===== src/rtl/fuse_config_pkg.sv =====
// constants, field positions and carrier types for the configuration latch
// assumes one 250 MHz system clock and synchronous active-high reset
package fuse_config_pkg;

    // =========================================================
    // reset values of the stored bytes (0 = programmed)
    localparam logic [7:0] EXT_DEFAULT = 8'hff;
    localparam logic [7:0] HIGH_DEFAULT = 8'hdf;
    localparam logic [7:0] LOW_DEFAULT = 8'h62;
    localparam logic [7:0] LOCK_DEFAULT = 8'hff;
    localparam logic [6:0] EXT_UNUSED_ONES = 7'h7f;
    localparam logic [5:0] LOCK_UNUSED_ONES = 6'h3f;

    // =========================================================
    // field positions
    localparam int EXT_SELF_WRITE_BIT = 0;
    localparam int HIGH_EXT_RESET_OFF_BIT = 7;
    localparam int HIGH_ONEWIRE_DEBUG_BIT = 6;
    localparam int HIGH_SERIAL_PERMIT_BIT = 5;
    localparam int HIGH_WATCHDOG_BIT = 4;
    localparam int HIGH_EEPROM_KEEP_BIT = 3;
    localparam int LOW_CLOCK_DIV_BIT = 7;
    localparam int LOW_CLOCK_OUT_BIT = 6;
    localparam int LOCK_ONE_BIT = 0;

    // =========================================================
    // store slot select
    localparam logic [1:0] SEL_LOW = 2'h0;
    localparam logic [1:0] SEL_HIGH = 2'h1;
    localparam logic [1:0] SEL_EXT = 2'h2;
    localparam logic [1:0] SEL_LOCK = 2'h3;

    // =========================================================
    // serial instruction bytes
    localparam logic [7:0] OP_WRITE = 8'hac;
    localparam logic [7:0] SUB_ENABLE = 8'h53;
    localparam logic [7:0] SUB_ERASE = 8'h80;
    localparam logic [7:0] SUB_WR_LOW = 8'ha0;
    localparam logic [7:0] SUB_WR_HIGH = 8'ha8;
    localparam logic [7:0] SUB_WR_EXT = 8'ha4;
    localparam logic [7:0] SUB_WR_LOCK = 8'he0;
    localparam logic [7:0] OP_RD_FUSE = 8'h50;
    localparam logic [7:0] OP_RD_HIGH_LOCK = 8'h58;
    localparam logic [7:0] OP_RD_SIG = 8'h30;
    localparam logic [7:0] OP_RD_CAL = 8'h38;
    localparam logic [7:0] OP_LD_FLASH_LO = 8'h40;
    localparam logic [7:0] OP_LD_FLASH_HI = 8'h48;
    localparam logic [7:0] OP_LD_EEPROM = 8'hc1;
    localparam logic [7:0] SUB_ALT = 8'h08;

    // =========================================================
    // page geometry
    localparam int EEPROM_PAGE_BYTES = 4;
    localparam int FLASH_PAGE_WORDS_MAX = 32;
    localparam int FLASH_PAGES_MAX = 128;
    localparam int EEPROM_PAGES_MAX = 128;

    typedef struct packed {
        logic [7:0] lock;
        logic [7:0] ext;
        logic [7:0] high;
        logic [7:0] low;
    } config_image_t;

    typedef struct packed {
        logic [7:0] op;
        logic [7:0] sub;
        logic [7:0] arg;
    } instr_head_t;

    typedef enum logic [1:0] {
        LINK_OFF = 2'b00,
        LINK_SYNC = 2'b01,
        LINK_PROG = 2'b11
    } link_state_t;

endpackage : fuse_config_pkg


===== src/rtl/cfg_pin_sync.sv =====
// two-flop synchroniser for pins arriving from outside the clock domain
// assumes i_rst is synchronous to i_clk_sys
`timescale 1ns/10ps
module cfg_pin_sync #(
    parameter int WIDTH = 1,
    parameter logic [WIDTH-1:0] RESET_VAL = '0
) (
    input wire logic i_clk_sys,
    input wire logic i_rst,
    input wire logic [WIDTH-1:0] i_async,
    output logic [WIDTH-1:0] o_sync
);
    logic [WIDTH-1:0] meta_reg;

    always_ff @(posedge i_clk_sys) begin
        if (i_rst) begin
            meta_reg <= RESET_VAL;
            o_sync <= RESET_VAL;
        end else begin
            meta_reg <= i_async;
            o_sync <= meta_reg;
        end
    end
endmodule : cfg_pin_sync


===== src/rtl/nv_byte_store.sv =====
// stored configuration and lock bytes, image out of a register
// assumes writes are already screened by the programming engine
`timescale 1ns/10ps
module nv_byte_store
    import fuse_config_pkg::*;
(
    input wire logic i_clk_sys,
    input wire logic i_rst,
    input wire logic i_wr_en,
    input wire logic [1:0] i_wr_sel,
    input wire logic [7:0] i_wr_data,
    input wire logic i_erase_lock,
    output config_image_t o_image
);
    logic [7:0] mem_reg [4];

    always_ff @(posedge i_clk_sys) begin
        if (i_rst) begin
            mem_reg[SEL_LOW] <= LOW_DEFAULT;
            mem_reg[SEL_HIGH] <= HIGH_DEFAULT;
            mem_reg[SEL_EXT] <= EXT_DEFAULT;
            mem_reg[SEL_LOCK] <= LOCK_DEFAULT;
        end else if (i_erase_lock) begin
            mem_reg[SEL_LOCK] <= LOCK_DEFAULT;
        end else if (i_wr_en) begin
            mem_reg[i_wr_sel] <= i_wr_data;
        end
    end

    always_ff @(posedge i_clk_sys) begin
        if (i_rst) begin
            o_image <= {LOCK_DEFAULT, EXT_DEFAULT, HIGH_DEFAULT, LOW_DEFAULT};
        end else begin
            o_image <= {mem_reg[SEL_LOCK], mem_reg[SEL_EXT], mem_reg[SEL_HIGH],
                mem_reg[SEL_LOW]};
        end
    end
endmodule : nv_byte_store


===== src/rtl/fuse_config_latch.sv =====
// configuration byte latch with serial download engine
// assumes the reset pin, sck and mosi arrive asynchronously; store is local
`timescale 1ns/10ps

module fuse_config_latch
    import fuse_config_pkg::*;
#(
    parameter int FLASH_PAGE_WORDS = FLASH_PAGE_WORDS_MAX,
    parameter int FLASH_PAGES = FLASH_PAGES_MAX,
    parameter int EEPROM_PAGES = EEPROM_PAGES_MAX,
    parameter logic [7:0] CAL_BYTE = 8'h80,
    parameter logic [7:0] SIG_BYTE0 = 8'h5a, // id value arbitrary
    parameter logic [7:0] SIG_BYTE1 = 8'h3c, // id value arbitrary
    parameter logic [7:0] SIG_BYTE2 = 8'h01, // id value arbitrary
    localparam int FWB = $clog2(FLASH_PAGE_WORDS),
    localparam int FPB = $clog2(FLASH_PAGES),
    localparam int EWB = $clog2(EEPROM_PAGE_BYTES),
    localparam int EPB = $clog2(EEPROM_PAGES)
) (
    input wire logic i_clk_sys,
    input wire logic i_rst,
    input wire logic i_reset_pin_n,
    input wire logic i_sck,
    input wire logic i_mosi,
    output logic o_miso,
    output logic o_miso_oe,
    output logic o_prog_mode,
    output logic o_chip_erase,
    output logic o_eeprom_erase,
    output logic o_self_write_permit,
    output logic o_ext_reset_off,
    output logic o_onewire_debug_on,
    output logic o_serial_download_permit,
    output logic o_watchdog_forced_on,
    output logic o_eeprom_keep_on_erase,
    output logic [2:0] o_brownout_level,
    output logic o_clock_div_eight,
    output logic o_clock_pin_output,
    output logic [1:0] o_startup_time,
    output logic [3:0] o_clock_source_select,
    output logic [7:0] o_osc_trim_register,
    output logic [FWB-1:0] o_word_in_page_field,
    output logic [FPB-1:0] o_page_index_field,
    output logic [EWB-1:0] o_eeprom_byte_field,
    output logic [EPB-1:0] o_eeprom_page_field
);

    // =========================================================
    // helpers
    function automatic logic [15:0] low_part(input logic [15:0] a, input int bits);
        low_part = a & ((16'h0001 << bits) - 16'h0001);
    endfunction : low_part

    function automatic logic [15:0] high_part(input logic [15:0] a, input int bits);
        high_part = a >> bits;
    endfunction : high_part

    // =========================================================
    // pin synchronisers
    logic [2:0] pins_s;
    logic sck_s;
    logic mosi_s;
    logic rst_pin_n_s;

    cfg_pin_sync #(.WIDTH(3), .RESET_VAL(3'h4)) u_sync (
        .i_clk_sys(i_clk_sys),
        .i_rst(i_rst),
        .i_async({i_reset_pin_n, i_sck, i_mosi}),
        .o_sync(pins_s)
    );
    assign rst_pin_n_s = pins_s[2];
    assign sck_s = pins_s[1];
    assign mosi_s = pins_s[0];

    // =========================================================
    // declarations
    config_image_t image;
    config_image_t latched_reg;
    link_state_t state_reg;
    instr_head_t head_reg;
    logic sck_prev_reg;
    logic [4:0] bit_cnt_reg;
    logic [7:0] rx_shift_reg;
    logic [7:0] tx_shift_reg;
    logic [7:0] tx_load_reg;
    logic tx_pend_reg;
    logic powerup_latch_reg;
    logic sck_rise;
    logic sck_fall;
    logic byte_done;
    logic [7:0] rx_next;
    logic link_hold;
    logic exec;
    logic enable_cmd;
    logic prog_active;
    logic fuses_locked;
    logic wr_en;
    logic [1:0] wr_sel;
    logic [7:0] wr_data;
    logic erase;
    logic [7:0] reply;
    logic [15:0] load_addr;

    assign sck_rise = sck_s & ~sck_prev_reg;
    assign sck_fall = ~sck_s & sck_prev_reg;
    assign byte_done = sck_rise && (bit_cnt_reg[2:0] == 3'h7);
    assign rx_next = {rx_shift_reg[6:0], mosi_s};
    assign exec = byte_done && (bit_cnt_reg[4:3] == 2'h3);
    assign prog_active = (state_reg == LINK_PROG);
    assign fuses_locked = ~image.lock[LOCK_ONE_BIT];
    assign load_addr = {head_reg.sub, head_reg.arg};

    // serial download needs the pin low, pin acting as reset, permit programmed
    assign link_hold = ~rst_pin_n_s && latched_reg.high[HIGH_EXT_RESET_OFF_BIT]
        && ~latched_reg.high[HIGH_SERIAL_PERMIT_BIT];
    assign enable_cmd = (head_reg.op == OP_WRITE) && (head_reg.sub == SUB_ENABLE);

    // =========================================================
    // serial shifter
    always_ff @(posedge i_clk_sys) begin
        if (i_rst) begin
            sck_prev_reg <= 1'b0;
        end else begin
            sck_prev_reg <= sck_s;
        end
    end

    always_ff @(posedge i_clk_sys) begin
        if (i_rst || !link_hold) begin
            bit_cnt_reg <= 5'h00;
            rx_shift_reg <= 8'h00;
            head_reg <= '0;
        end else if (sck_rise) begin
            bit_cnt_reg <= bit_cnt_reg + 5'h01;
            rx_shift_reg <= rx_next;
            if (byte_done) begin
                unique case (bit_cnt_reg[4:3])
                    2'h0: head_reg.op <= rx_next;
                    2'h1: head_reg.sub <= rx_next;
                    2'h2: head_reg.arg <= rx_next;
                    2'h3: head_reg <= head_reg;
                endcase
            end
        end
    end

    // =========================================================
    // read reply for the fourth byte
    always_comb begin
        reply = 8'h00;
        unique case (head_reg.op)
            OP_RD_FUSE: reply = (head_reg.sub == SUB_ALT) ? latched_reg.ext
                : latched_reg.low;
            OP_RD_HIGH_LOCK: reply = (head_reg.sub == SUB_ALT) ? latched_reg.high
                : image.lock;
            OP_RD_SIG: begin
                unique case (rx_next[1:0])
                    2'h0: reply = SIG_BYTE0;
                    2'h1: reply = SIG_BYTE1;
                    2'h2: reply = SIG_BYTE2;
                    2'h3: reply = 8'hff;
                endcase
            end
            OP_RD_CAL: reply = CAL_BYTE;
            default: reply = 8'h00;
        endcase
    end

    // output bits change on falling sck; the second byte is echoed in the third
    always_ff @(posedge i_clk_sys) begin
        if (i_rst || !link_hold) begin
            tx_shift_reg <= 8'h00;
            tx_load_reg <= 8'h00;
            tx_pend_reg <= 1'b0;
        end else begin
            if (byte_done) begin
                tx_pend_reg <= 1'b1;
                unique case (bit_cnt_reg[4:3])
                    2'h1: tx_load_reg <= rx_next;
                    2'h2: tx_load_reg <= reply;
                    default: tx_load_reg <= 8'h00;
                endcase
            end else if (sck_fall && tx_pend_reg) begin
                tx_pend_reg <= 1'b0;
                tx_shift_reg <= tx_load_reg;
            end else if (sck_fall) begin
                tx_shift_reg <= {tx_shift_reg[6:0], 1'b0};
            end
        end
    end

    assign o_miso = tx_shift_reg[7];
    assign o_miso_oe = link_hold;

    // =========================================================
    // link state
    always_ff @(posedge i_clk_sys) begin
        if (i_rst) begin
            state_reg <= LINK_OFF;
        end else begin
            unique case (state_reg)
                LINK_OFF: if (link_hold) state_reg <= LINK_SYNC;
                LINK_SYNC: begin
                    if (!link_hold) begin
                        state_reg <= LINK_OFF;
                    end else if (exec && enable_cmd) begin
                        state_reg <= LINK_PROG;
                    end
                end
                LINK_PROG: if (!link_hold) state_reg <= LINK_OFF;
                default: state_reg <= LINK_OFF;
            endcase
        end
    end

    assign o_prog_mode = prog_active;

    // =========================================================
    // command execution, only after the enable instruction
    always_comb begin
        wr_en = 1'b0;
        wr_sel = SEL_LOW;
        wr_data = rx_next;
        erase = 1'b0;
        if (exec && prog_active && head_reg.op == OP_WRITE) begin
            unique case (head_reg.sub)
                SUB_ERASE: erase = 1'b1;
                SUB_WR_LOW: begin
                    wr_en = ~fuses_locked;
                    wr_sel = SEL_LOW;
                end
                SUB_WR_HIGH: begin
                    wr_en = ~fuses_locked;
                    wr_sel = SEL_HIGH;
                    wr_data[HIGH_SERIAL_PERMIT_BIT] =
                        image.high[HIGH_SERIAL_PERMIT_BIT];
                end
                SUB_WR_EXT: begin
                    wr_en = ~fuses_locked;
                    wr_sel = SEL_EXT;
                    wr_data = {EXT_UNUSED_ONES, rx_next[EXT_SELF_WRITE_BIT]};
                end
                SUB_WR_LOCK: begin
                    wr_en = 1'b1;
                    wr_sel = SEL_LOCK;
                    wr_data = image.lock & {LOCK_UNUSED_ONES, rx_next[1:0]};
                end
                default: wr_en = 1'b0;
            endcase
        end
    end

    nv_byte_store u_store (
        .i_clk_sys(i_clk_sys),
        .i_rst(i_rst),
        .i_wr_en(wr_en),
        .i_wr_sel(wr_sel),
        .i_wr_data(wr_data),
        .i_erase_lock(erase),
        .o_image(image)
    );

    always_ff @(posedge i_clk_sys) begin
        if (i_rst) begin
            o_chip_erase <= 1'b0;
            o_eeprom_erase <= 1'b0;
        end else begin
            o_chip_erase <= erase;
            o_eeprom_erase <= erase && image.high[HIGH_EEPROM_KEEP_BIT];
        end
    end

    // =========================================================
    // working copy: power-up, programming entry and exit
    always_ff @(posedge i_clk_sys) begin
        if (i_rst) begin
            powerup_latch_reg <= 1'b1;
            latched_reg <= {LOCK_DEFAULT, EXT_DEFAULT, HIGH_DEFAULT, LOW_DEFAULT};
        end else begin
            powerup_latch_reg <= 1'b0;
            if (powerup_latch_reg) begin
                latched_reg <= image;
            end else if (state_reg == LINK_SYNC && exec && enable_cmd) begin
                latched_reg <= image;
            end else if (prog_active && !link_hold) begin
                latched_reg <= image;
            end
        end
    end

    // downstream controls, single bits active high when programmed, multi-bit fields passed as stored
    always_comb begin
        o_self_write_permit = ~latched_reg.ext[EXT_SELF_WRITE_BIT];
        o_ext_reset_off = ~latched_reg.high[HIGH_EXT_RESET_OFF_BIT];
        o_onewire_debug_on = ~latched_reg.high[HIGH_ONEWIRE_DEBUG_BIT];
        o_serial_download_permit = ~latched_reg.high[HIGH_SERIAL_PERMIT_BIT];
        o_watchdog_forced_on = ~latched_reg.high[HIGH_WATCHDOG_BIT];
        o_brownout_level = latched_reg.high[2:0];
        o_clock_div_eight = ~latched_reg.low[LOW_CLOCK_DIV_BIT];
        o_clock_pin_output = ~latched_reg.low[LOW_CLOCK_OUT_BIT];
        o_startup_time = latched_reg.low[5:4];
        o_clock_source_select = latched_reg.low[3:0];
        o_eeprom_keep_on_erase = ~image.high[HIGH_EEPROM_KEEP_BIT];
    end

    // =========================================================
    // oscillator trim loaded while any reset is held
    always_ff @(posedge i_clk_sys) begin
        if (i_rst) begin
            o_osc_trim_register <= CAL_BYTE;
        end else if (!rst_pin_n_s && latched_reg.high[HIGH_EXT_RESET_OFF_BIT]) begin
            o_osc_trim_register <= CAL_BYTE;
        end
    end

    // =========================================================
    // page address split of the load instructions
    always_ff @(posedge i_clk_sys) begin
        if (i_rst) begin
            o_word_in_page_field <= '0;
            o_page_index_field <= '0;
            o_eeprom_byte_field <= '0;
            o_eeprom_page_field <= '0;
        end else if (byte_done && bit_cnt_reg[4:3] == 2'h2 && prog_active) begin
            if (head_reg.op == OP_LD_FLASH_LO || head_reg.op == OP_LD_FLASH_HI) begin
                o_word_in_page_field <= FWB'(low_part({head_reg.sub, rx_next}, FWB));
                o_page_index_field <= FPB'(high_part({head_reg.sub, rx_next}, FWB));
            end else if (head_reg.op == OP_LD_EEPROM) begin
                o_eeprom_byte_field <= EWB'(low_part({head_reg.sub, rx_next}, EWB));
                o_eeprom_page_field <= EPB'(high_part({head_reg.sub, rx_next}, EWB));
            end
        end
    end

endmodule : fuse_config_latch


===== config.mk =====
export PLATFORM = sky130hd
export DESIGN_NAME = fuse_config_latch
export DESIGN_NICKNAME = d
export VERILOG_FILES = /design/src/rtl/fuse_config_pkg.sv /design/src/rtl/cfg_pin_sync.sv /design/src/rtl/nv_byte_store.sv /design/src/rtl/fuse_config_latch.sv
export SDC_FILE = /design/constraint.sdc
export NUM_CORES = 1
export LEC_CHECK = 0
export BUFFER_PORTS_ARGS = -buffer_cell sky130_fd_sc_hd__buf_2
export CAP_MARGIN = 20
export CORE_MARGIN = 2
export CORE_UTILIZATION = 30
export DETAILED_ROUTE_END_ITERATION = 8
export SYNTH_ARGS = -nofsm -noshare
export SYNTH_HDL_FRONTEND = slang
export SYNTH_SLANG_ARGS = --single-unit

===== constraint.sdc =====
create_clock -name i_clk_sys -period 5.1 [get_ports i_clk_sys]
set_input_delay 1.02 -clock i_clk_sys [delete_from_list [all_inputs] [get_ports i_clk_sys]]
set_output_delay 1.02 -clock i_clk_sys [all_outputs]
set_load 0.005 [all_outputs]

# After elaboration in Yosys (flattened, before gate mapping)
# Memory sizes are Yosys's and may differ from the RTL's. A register that Yosys moved wholly into a read port is not among the register bits.
# Cells that the tools add are included.
# totals
output_inout_bits	51
ram_bits	32
input_bits	5
wordCells	139
mem_count	1
reg_bits	102
# mem_list
name	words	width	rd	rd_clocked_by_memory_dff	write_ports	line_no	source
u_store.mem_reg	4	8	4	4	4	nv_byte_store.sv:15	logic [7:0] mem_reg [4];
# classes
muxes	40
bitwise_logic	17
eq_ne	27
reduce_logical	32
add_sub_neg	1
# ops
operator	count
$mux 24	3
$pmux 8 s4	2
$eq 8x8->1 const B	7
$mux 8	7
$eq 8x7->1 const B	5
$eq 8x6->1 const B	2
$pmux 8 s2	1
$logic_and 1x1->1	15
$mux 1	15
$not 1->1	13
$mux 2	6
$pmux 2 s3	2
$reduce_and 3->1	4
$eq 2x2->1 const B	5
$pmux 5 s2	1
$and 8x8->8	1
$eq 8x4->1 const B	1
$reduce_or 8->1	1
$eq 2x1->1 const B	3
$logic_not 2->1	3
$add 5x1->5 const B	1
$ne 2x2->1 const B	2
$pmux 2 s2	1
$reduce_and 2->1	2
other kinds (11)	14

# Depth between registers and ports, before layout
# Gate-level depths: netlist of the first run.
# depth
ltp_word	13
depth_mapped	9
mapped_depth_nobuf	7

# Cells and area by module
# Synthesis of the first run repeated with hierarchy kept, for this count alone.
# hier_totals
cells_unflattened	700
area_unflattened_um2	6871.6
# by_module_without_submodules
module	n_inst	seq_area_each_um2	area_per_inst_um2	cells_per_inst
fuse_config_latch	1	1921.8	4586.9	538
nv_byte_store	1	1601.5	2127.0	150
cfg_pin_sync	1	120.1	157.7	12

# Worst setup path after synthesis of the first run
# OpenSTA, ideal clock, no wires.
# synth_path
kind	register to register
startpoint	reg bit_cnt_reg[0]
endpoint	mem u_store.mem_reg[2][0], enable pin
setup_ps	384
period_less_slack_ps	3052
stages_incl_launch_ff	7
required_ps	4716
path_buffers	0
path_slack_ps	2048
arrival_ps	2668
cell_sequence	dfxtp_1 ha_1 ha_1 or4bb_1 or4_4 a211o_1 o21ai_0
# synth_lines
item	line_no	source
start: declaration	fuse_config_latch.sv:82	logic [4:0] bit_cnt_reg;
start signal: assignment	fuse_config_latch.sv:134	bit_cnt_reg <= bit_cnt_reg + 5'h01;
end: declaration	nv_byte_store.sv:15	

# Worst setup path in the final report of the first run
# layout_path
startpoint	reg bit_cnt_reg[0]
endpoint	reg latched_reg[7] in the netlist's numbering
# layout_between
elab_chain_len	7
elab_cells_between_ends	8
classes_between	eq/ne (1); mux (2); reduce/logical (5)
# layout_rtl
item	line_no	source
$eq 3x3->1 *	fuse_config_latch.sv:106	assign byte_done = sck_rise && (bit_cnt_reg[2:0] == 3'h7);
$logic_and 1x1->1 *	fuse_config_latch.sv:106	
$logic_and 1x1->1 *	fuse_config_latch.sv:108	assign exec = byte_done && (bit_cnt_reg[4:3] == 2'h3);
$logic_and 1x1->1 * (2 in series)	fuse_config_latch.sv:283	end else if (state_reg == LINK_SYNC && exec && enable_cmd) begin
$mux 24	fuse_config_latch.sv:283	
$mux 24	fuse_config_latch.sv:281	if (powerup_latch_reg) begin
end signal: assignment	fuse_config_latch.sv:282	latched_reg <= image;
end signal: assignment	fuse_config_latch.sv:284	latched_reg <= image;
end signal: assignment	fuse_config_latch.sv:286	latched_reg <= image;
end: declaration	fuse_config_latch.sv:78	config_image_t latched_reg;
# Every way passes the cells marked *; elsewhere a longest branch is shown, timed or not.
# A chain may end at the register's enable or synchronous reset.

==> results by group, run 1 <==
Status
  – Status: finished, final reports clean

Timing
  – Final hold slack: 0.406 ns
  – Setup TNS: 0 ns
  – Worst slew margin: 35.0%
  – RSZ-0062 raised after global routing: false
  – Final hold viol count: 0
  – Final worst setup slack: between 1.5 and 2 ns
  – Tcrit/Tclk final: 63.2%
  – Count of final max-slew check failures: 0
  – Worst Skew: 0.0132 ns
  – Actual slew at the worst max-slew pin: 0.973 ns
  – Crit path time final: about 3.2 ns
  – Setup-failing EPs final: 0
  – FMAX: a little over 300 MHz

Clock tree
  – CTS root buffer: clkbuf_16
  – Clk slew on worst S/H paths: 0.07 ns
  – Setup repair bufs after CTS: 0
  – CTS Buf Count: 17
  – CTS resizes: 0
  – Hold-fix buffers, CTS: 0
  – Clk buf depth: 2
  – CTS Sinks: about 170
  – H-tree level count: 4
  – TritonCTS clock tree: yes
  – Clock Latency Late Sink: ~0.43 ns

Synthesis
  – Mapped Area: approximately 6800 µm²
  – Post-synth EDFFs: 32
  – Top cell type by total area after synthesis: dfxtp_1
  – Syn avg cell area: 10.0 µm²
  – Ys async rst share: 0%
  – Synth top area cells: dfxtp_1 40%, edfxtp_1 14%, mux2i_1 9.0%, nand2_1 5.6%, or2_2 3.1%
  – Synth cell types: 62
  – Synth Warn #: 0
  – Area share of the largest cell type after synthesis: between 30% and 40%
  – Seq/Total Area, Yosys: roughly 54%
  – Post-synthesis register bit count: around 170
  – Ys flop type: dfxtp_1
  – Gate Count Post-Synth: a little under 700

Floorplan
  – Vert. Die Dim: roughly 150 µm
  – Die X: approximately 150 µm
  – Die area: about 24,000 µm²
  – Initial Utilization: a little under a third
  – Cell Rows: 55
  – Core area: approximately 22,000 µm²
  – # IOs: 56

Job
  – Max-cap violations: 0

GRT
  – Antenna violations before repair: 1
  – Vias in the first global route: about 4,400
  – GRT Overall Usage: around an eighth
  – Largest net degree at the start of global routing: 71
  – First-pass GRT wire length: approximately 25 mm
  – Total grt overflow: 0

Routing
  – Remaining antenna violation count after routing: 0
  – First DRT Iteration DRCs: 287
  – Via count: ~4,700
  – First-pass DRT Iterations: 5
  – Total Wirelength: approximately 15 mm
  – Remaining routing DRC violations: 0
  – Wirelength per Cell: roughly 15 µm
  – Vias/cell: approximately 4.7

Placed design
  – I/O Buffers: between 40 and 50
  – DP Worst Slack: around 1.8 ns
  – Post-detail-place hpwl: about 10 mm
  – Cell area after placement: between 7000 and 8000 µm²
  – Placed cells: slightly below 1,000
  – RD Place Congestion: a little over 0.8

Power and ir drop
  – Peak supply drop: roughly 0.21 mV
  – Pwr dens: ~350 nW/µm²
  – Pwr Total: 2.73 mW
  – Static leakage: between 3 and 4 nW

Layout
  – Fin util: roughly a third
  – Final net count: 717
  – Layout area overhead: 14.0%
  – Most frequent cells in the layout: 134 x dfxtp_1, 101 x nand2_1, 61 x mux2i_1, 51 x nor2_1, 49 x buf_2
  – Most common cell after layout, fill and taps aside: dfxtp_1
  – Final Non-Filler Cells: around 1,000
  – Fraction of layout instances using a drive strength above 1: 18.2%
  – Diodes inserted: 0
  – Post-route design area: a little under 8000 µm²
  – Fill count: between 2,000 and 2,500

Worst setup path
  – Startpoint types: flip-flop
  – RR Endpoint: latched_reg[7]
  – FF-to-FF path depth: 7
  – Setup crit start: bit_cnt_reg[0]
  – Critical path capture point type: flip-flop
  – R2r startpoint: bit_cnt_reg[0]
  – Critical path class: flip-flop to flip-flop
  – WP data required: 5.38 ns
  – Worst reg-to-reg setup slack: roughly 1.9 ns
  – Worst-path fanout max: 29
  – WP data arrival: about 3.5 ns
  – CP endpoint: latched_reg[7]

Hold path
  – HP Class: flip-flop to flip-flop
  – Worst hold start: u_sync.meta_reg[2]
==> worst min path at each step <==
stage / endpoint / slack (ns) / depth (start not counted)
floorplan: u_sync.o_sync[2] / 0.39 / 1
global placement: u_sync.o_sync[2] / 0.40 / 1
detailed placement: u_sync.o_sync[2] / 0.40 / 1
CTS: u_sync.o_sync[2] / 0.41 / 1
global route: u_sync.o_sync[2] / 0.42 / 1
finish: u_sync.o_sync[2] / 0.41 / 1
==> cell usage after synthesis (all sizes together) (2+ instances only) <==
cell,instances
a211oi,7
a221oi,8
a211o,2
and3,5
xnor2,3
a22oi,3
nand4,5
or2,35
buf,31
a31oi,2
nor3b,4
nor4bb,2
o221ai,3
o21ai,5
nor4,4
conb,2
ha,11
a21o,2
nand2b,5
nor4b,3
nand4b,3
inv,18
dfxtp,134
or3,2
nand2,102
nor2,52
nor2b,14
edfxtp,32
mux2i,61
nor3,4
a21oi,33
or4b,2
and2,7
clkbuf,28
o22a,4
o211ai,6
or4,3
nand3,14
o21a,3
or4bb,2
==> worst max-delay path, stage by stage, from the launching register on <==
cell	delay, ns
dfxtp_1	0.36
ha_1	0.18
ha_1	0.22
nand3b_1	0.54
nor4b_1	0.58
a31o_2	0.85
mux2i_1	0.26
nor2_1	0.06
==> routing by layer <==
metal | GRT usage [%] | part of all wire, % | vias to the layer above
met4 | 5.38 | 2.0 | 0
li1 | - | - | 2343
met5 | 0 | 0 | -
met2 | 19.4 | 43 | 124
met1 | 18.9 | 48 | 2191
met3 | 3.05 | 6.5 | 24
==> where the power goes <==
group,switching (mW),leakage (nW),internal [mW]
sequential,0.0153,1.38,1.37
clock,0.526,0.293,0.744
combinational,0.0466,1.33,0.0288
==> layout make-up <==
class                   count  area (µm²)  share of cell area, %
clock inverters             9        88.8                   1.15
inverters                  18        67.6                  0.874
well taps                 285         357                   4.61
clock buffers              23         499                   6.46
multi-input cells         445        2800                   36.2
flip-flops and latches    166        3640                   47.1
repair buffers             53         275                   3.56
==> cell families after synthesis <==
group / synth area share, %
mux: 9.34
other cells: 0.111
xor+xnor: 0.517
fa+ha+maj: 2.03
compound gates: 8.30
simple gates: 20.3
buf+inv: 5.70
flops: 53.7
Power figures use the tool's default switching activity.
==> inputs of run 2 (changes only) <==
--- a/config.mk
+++ b/config.mk
@@ -5,6 +5,7 @@
 export SDC_FILE = /design/constraint.sdc
 export NUM_CORES = 1
 export LEC_CHECK = 0
+export ABC_AREA = 1
 export BUFFER_PORTS_ARGS = -buffer_cell sky130_fd_sc_hd__buf_2
 export CAP_MARGIN = 20
 export CORE_MARGIN = 2
==> constraint.sdc (replaced) <==
create_clock -name i_clk_sys -period 3.3 [get_ports i_clk_sys]
set_input_delay 0.66 -clock i_clk_sys [delete_from_list [all_inputs] [get_ports i_clk_sys]]
set_output_delay 0.66 -clock i_clk_sys [all_outputs]
set_load 0.005 [all_outputs]
==> run 2 against run 1 <==
Effect of this change:
- clock skew down 0.0012 ns
- fmax grew 16%
- synthesized cell count increased by 24%
- wire length increased by 9.8%
- critical path depth is 1 higher
- utilization rose by 0.55 points
==> results by group, run 2 <==
Status
  – Status: finished, final reports clean

GRT
  – Met1 Use GR: 19.7% (+0.83 points)
  – GRT Overall Usage: 14.3% (+1.1 points)
  – Antenna violations before repair: 0 (-1)
  – Vias in the first global route: 5,028 (+14%)
  – Total grt overflow: 0 (unchanged)
  – GR Layer Usage met3: 3.38% (+0.32 points)
  – First-pass GRT wire length: 27.0 mm (+10%)
  – Met2 GRT Util: 22.2% (+2.8 points)
  – Largest net degree at the start of global routing: 64 (-9.9%)
  – Grt peak-use layer: met2

Synthesis
  – Post-synth EDFFs: 32 (unchanged)
  – Ys flop type: dfxtp_1
  – Gate Count Post-Synth: 840 (+24%)
  – Post-synthesis register bit count: 166 (unchanged)
  – Synth top area cells: dfxtp_1 38%, edfxtp_1 14%, nand2_1 7.0%, nand3_1 5.4%, a21oi_1 4.7%
  – Seq/Total Area, Yosys: 52.1% (-1.6 points)
  – Area share of the largest cell type after synthesis: 38.4% (-1.2 points)
  – Synth cell types: 38 (-39%)
  – Synth cell count leaders: 134 x dfxtp_1, 131 x nand2_1, 85 x inv_1, 83 x nor2_1, 75 x nand3_1
  – Most common cell in the netlist: dfxtp_1
  – Mapped Area: 6990 µm² (+3.1%)
  – Syn avg cell area: 8.32 µm² (-17%)
  – Top cell type by total area after synthesis: dfxtp_1
  – Ys async rst share: 0% (unchanged)
  – Synth Warn #: 0 (unchanged)

Clock tree
  – TritonCTS clock tree: yes
  – Clk slew on worst S/H paths: 0.07 ns (about the same)
  – H-tree level count: 4 (unchanged)
  – CTS resizes: 0 (unchanged)
  – Clock Latency Late Sink: 0.43 ns (about the same)
  – CTS Buf Count: 17 (unchanged)
  – Hold-fix buffers, CTS: 0 (unchanged)
  – CTS Sinks: 166 (unchanged)
  – Setup repair bufs after CTS: 0 (unchanged)
  – Clk buf depth: 2 (unchanged)
  – CTS root buffer: clkbuf_16

Power and ir drop
  – Power Internal: 3.19 mW (+49%)
  – Static leakage: 3.27 nW (+8.7%)
  – Register share of total power: 51.3% (+0.6 points)
  – Combinational share of power: 3.2% (+0.4 points)
  – Peak supply drop: 0.362 mV (+70%)
  – Clock network power share: 45.5% (-1.0 points)
  – Psw: 0.983 mW (+67%)
  – Switching share of power: 23.6% (+2.0 points)
  – Pwr dens: 523 nW/µm² (+48%)

Worst setup path
  – Critical path class: flip-flop to flip-flop
  – Critical path capture point type: flip-flop
  – Startpoint types: flip-flop
  – WP data required: 3.35 ns (-2.03 ns)
  – WP data arrival: 2.84 ns (-0.67 ns)
  – Worst-path fanout max: 13 (-55%)

Routing
  – Total Wirelength: 16.9 mm (+9.8%)
  – Via count: 5,396 (+15%)
  – Wirelength per Cell: 14.1 µm (-8.5%)
  – Remaining antenna violation count after routing: 0 (unchanged)
  – Vias/cell: 4.50 (-3.9%)
  – First DRT Iteration DRCs: 421 (+47%)
  – First-pass DRT Iterations: 5 (unchanged)
  – Remaining routing DRC violations: 0 (unchanged)

Placed design
  – RD Place Congestion: 0.884 (+8.7%)
  – Post-detail-place hpwl: 11.8 mm (+16%)
  – I/O Buffers: 47 (unchanged)
  – DP Worst Slack: 0.527 ns (-1.25 ns)

Floorplan
  – Cell Rows: 55 (unchanged)
  – Vert. Die Dim: 157 µm (+1.5%)
  – # IOs: 56 (unchanged)
  – Die X: 157 µm (+1.5%)
  – Die area: 24,500 µm² (+3.0%)
  – Core area: 22,800 µm² (+1.5%)
  – Initial Utilization: 30.7% (+0.46 points)

Timing
  – Setup TNS: 0 ns (unchanged)
  – Crit path time final: 2.79 ns (-0.436 ns)
  – Final hold viol count: 0 (unchanged)
  – Final worst setup slack: 0.512 ns (-1.36 ns)
  – Setup-failing EPs final: 0 (unchanged)
  – Count of final max-slew check failures: 0 (unchanged)
  – RSZ-0062 raised after global routing: false
  – Worst Skew: 0.0120 ns (-0.00117 ns)
  – Tcrit/Tclk final: 84.5% (+21 points)
  – FMAX: 359 MHz (+16%)
  – Worst slew margin: 49.6% (+15 points)
  – Actual slew at the worst max-slew pin: 0.754 ns (-0.218 ns)

Layout
  – Diodes inserted: 0 (unchanged)
  – Most frequent cells in the layout: 134 x dfxtp_1, 131 x nand2_1, 85 x inv_1, 83 x nor2_1, 75 x nand3_1
  – Layout area overhead: 14.1% (about the same)
  – Fraction of layout instances using a drive strength above 1: 17.1% (-1.1 points)
  – Fill count: 2,375 (+4.5%)
  – Final net count: 888 (+24%)
  – Most common cell after layout, fill and taps aside: dfxtp_1

Hold path
  – HP Class: flip-flop to flip-flop

Job
  – Max-cap violations: 0 (unchanged)
[run 2: cell types whose count changed in the layout (fill, tap and decap cells not counted), sizes merged, moves of 6 or more]
cell	before	now
nor2	52	94
inv	21	94
a21oi	33	67
and2	7	0
nand2	102	139
a221oi	8	0
or2	35	29
nor2b	14	0
nand3b	1	8
nand3	14	76
o21ai	5	66
nor3	4	11
mux2i	61	0
[run 2: layer usage]
layer,routed length (µm),vias up,share of wire [%]
met1,8120,2474,48
met5,0,-,0
met4,200,0,1.2
met2,7610,135,45
li1,-,2774,-
met3,979,13,5.8
[run 2: final timing paths]
kind / start / endpoint / slack, ns / depth (start not counted)
worst min register to register: u_sync.meta_reg[1] / u_sync.o_sync[1] / 0.40 / 2
worst max register to register: bit_cnt_reg[0] / u_store.mem_reg[3][4] / 0.51 / 8
worst min-delay path: u_sync.meta_reg[1] / u_sync.o_sync[1] / 0.40 / 2
worst max-delay path: bit_cnt_reg[0] / u_store.mem_reg[3][4] / 0.51 / 8
[run 2: stage by stage]
step           instance area (µm²)  power (mW)  util (%)  std cells  hold slack, ns
2_1_floorplan                 7040        2.29         -        853           0.388
3_3_place_gp                  7410        2.32      32.5       1166           0.392
3_5_place_dp                  7410        2.32      32.5       1166           0.392
4_1_cts                       7970        4.22      35.0       1198           0.402
5_1_grt                       7970        4.32      35.0       1198           0.413
6_report                      7970        4.17      35.0       1198           0.401
[run 2: critical path: stages, from the launching register on]
cell	delay (ns)
dfxtp_1	0.38
ha_1	0.19
ha_1	0.17
nand3_2	0.27
nor3_2	0.31
nand2_2	0.18
a21oi_4	0.27
a21oi_1	0.10
nor2_1	0.52
[run 2: area by class of cell]
class,count,area [µm²],share of cell area (%)
multi-input combinational,543,2750,34.5
clock inverter,14,114,1.43
inverter,91,344,4.32
timing repair buffer,53,280,3.51
tap,313,392,4.91
sequential,166,3640,45.7
clock buffer,18,450,5.65
[run 2: logic make-up (layout without fill, tap and decap cells)]
group,after synthesis,count (layout),share of synthesized area [%]
buffers and inverters,144,176,9.22
AOI/OAI and AO/OA,147,147,11.3
and+or+nand+nor,367,367,24.8
xor gates and xnor gates,1,1,0.125
other,2,15,0.107
muxes,2,2,0.322
adders and majority gates,11,11,1.97
DFF,166,166,52.1
[run 2: power by group through the flow]
stage | clock (mW) | sequential [mW] | combinational (mW)
floorplan | 0 | 2.18 | 0.106
global placement | 0 | 2.19 | 0.133
detailed placement | 0 | 2.19 | 0.135
CTS | 1.94 | 2.14 | 0.136
global route | 2.02 | 2.15 | 0.154
finish | 1.90 | 2.14 | 0.133
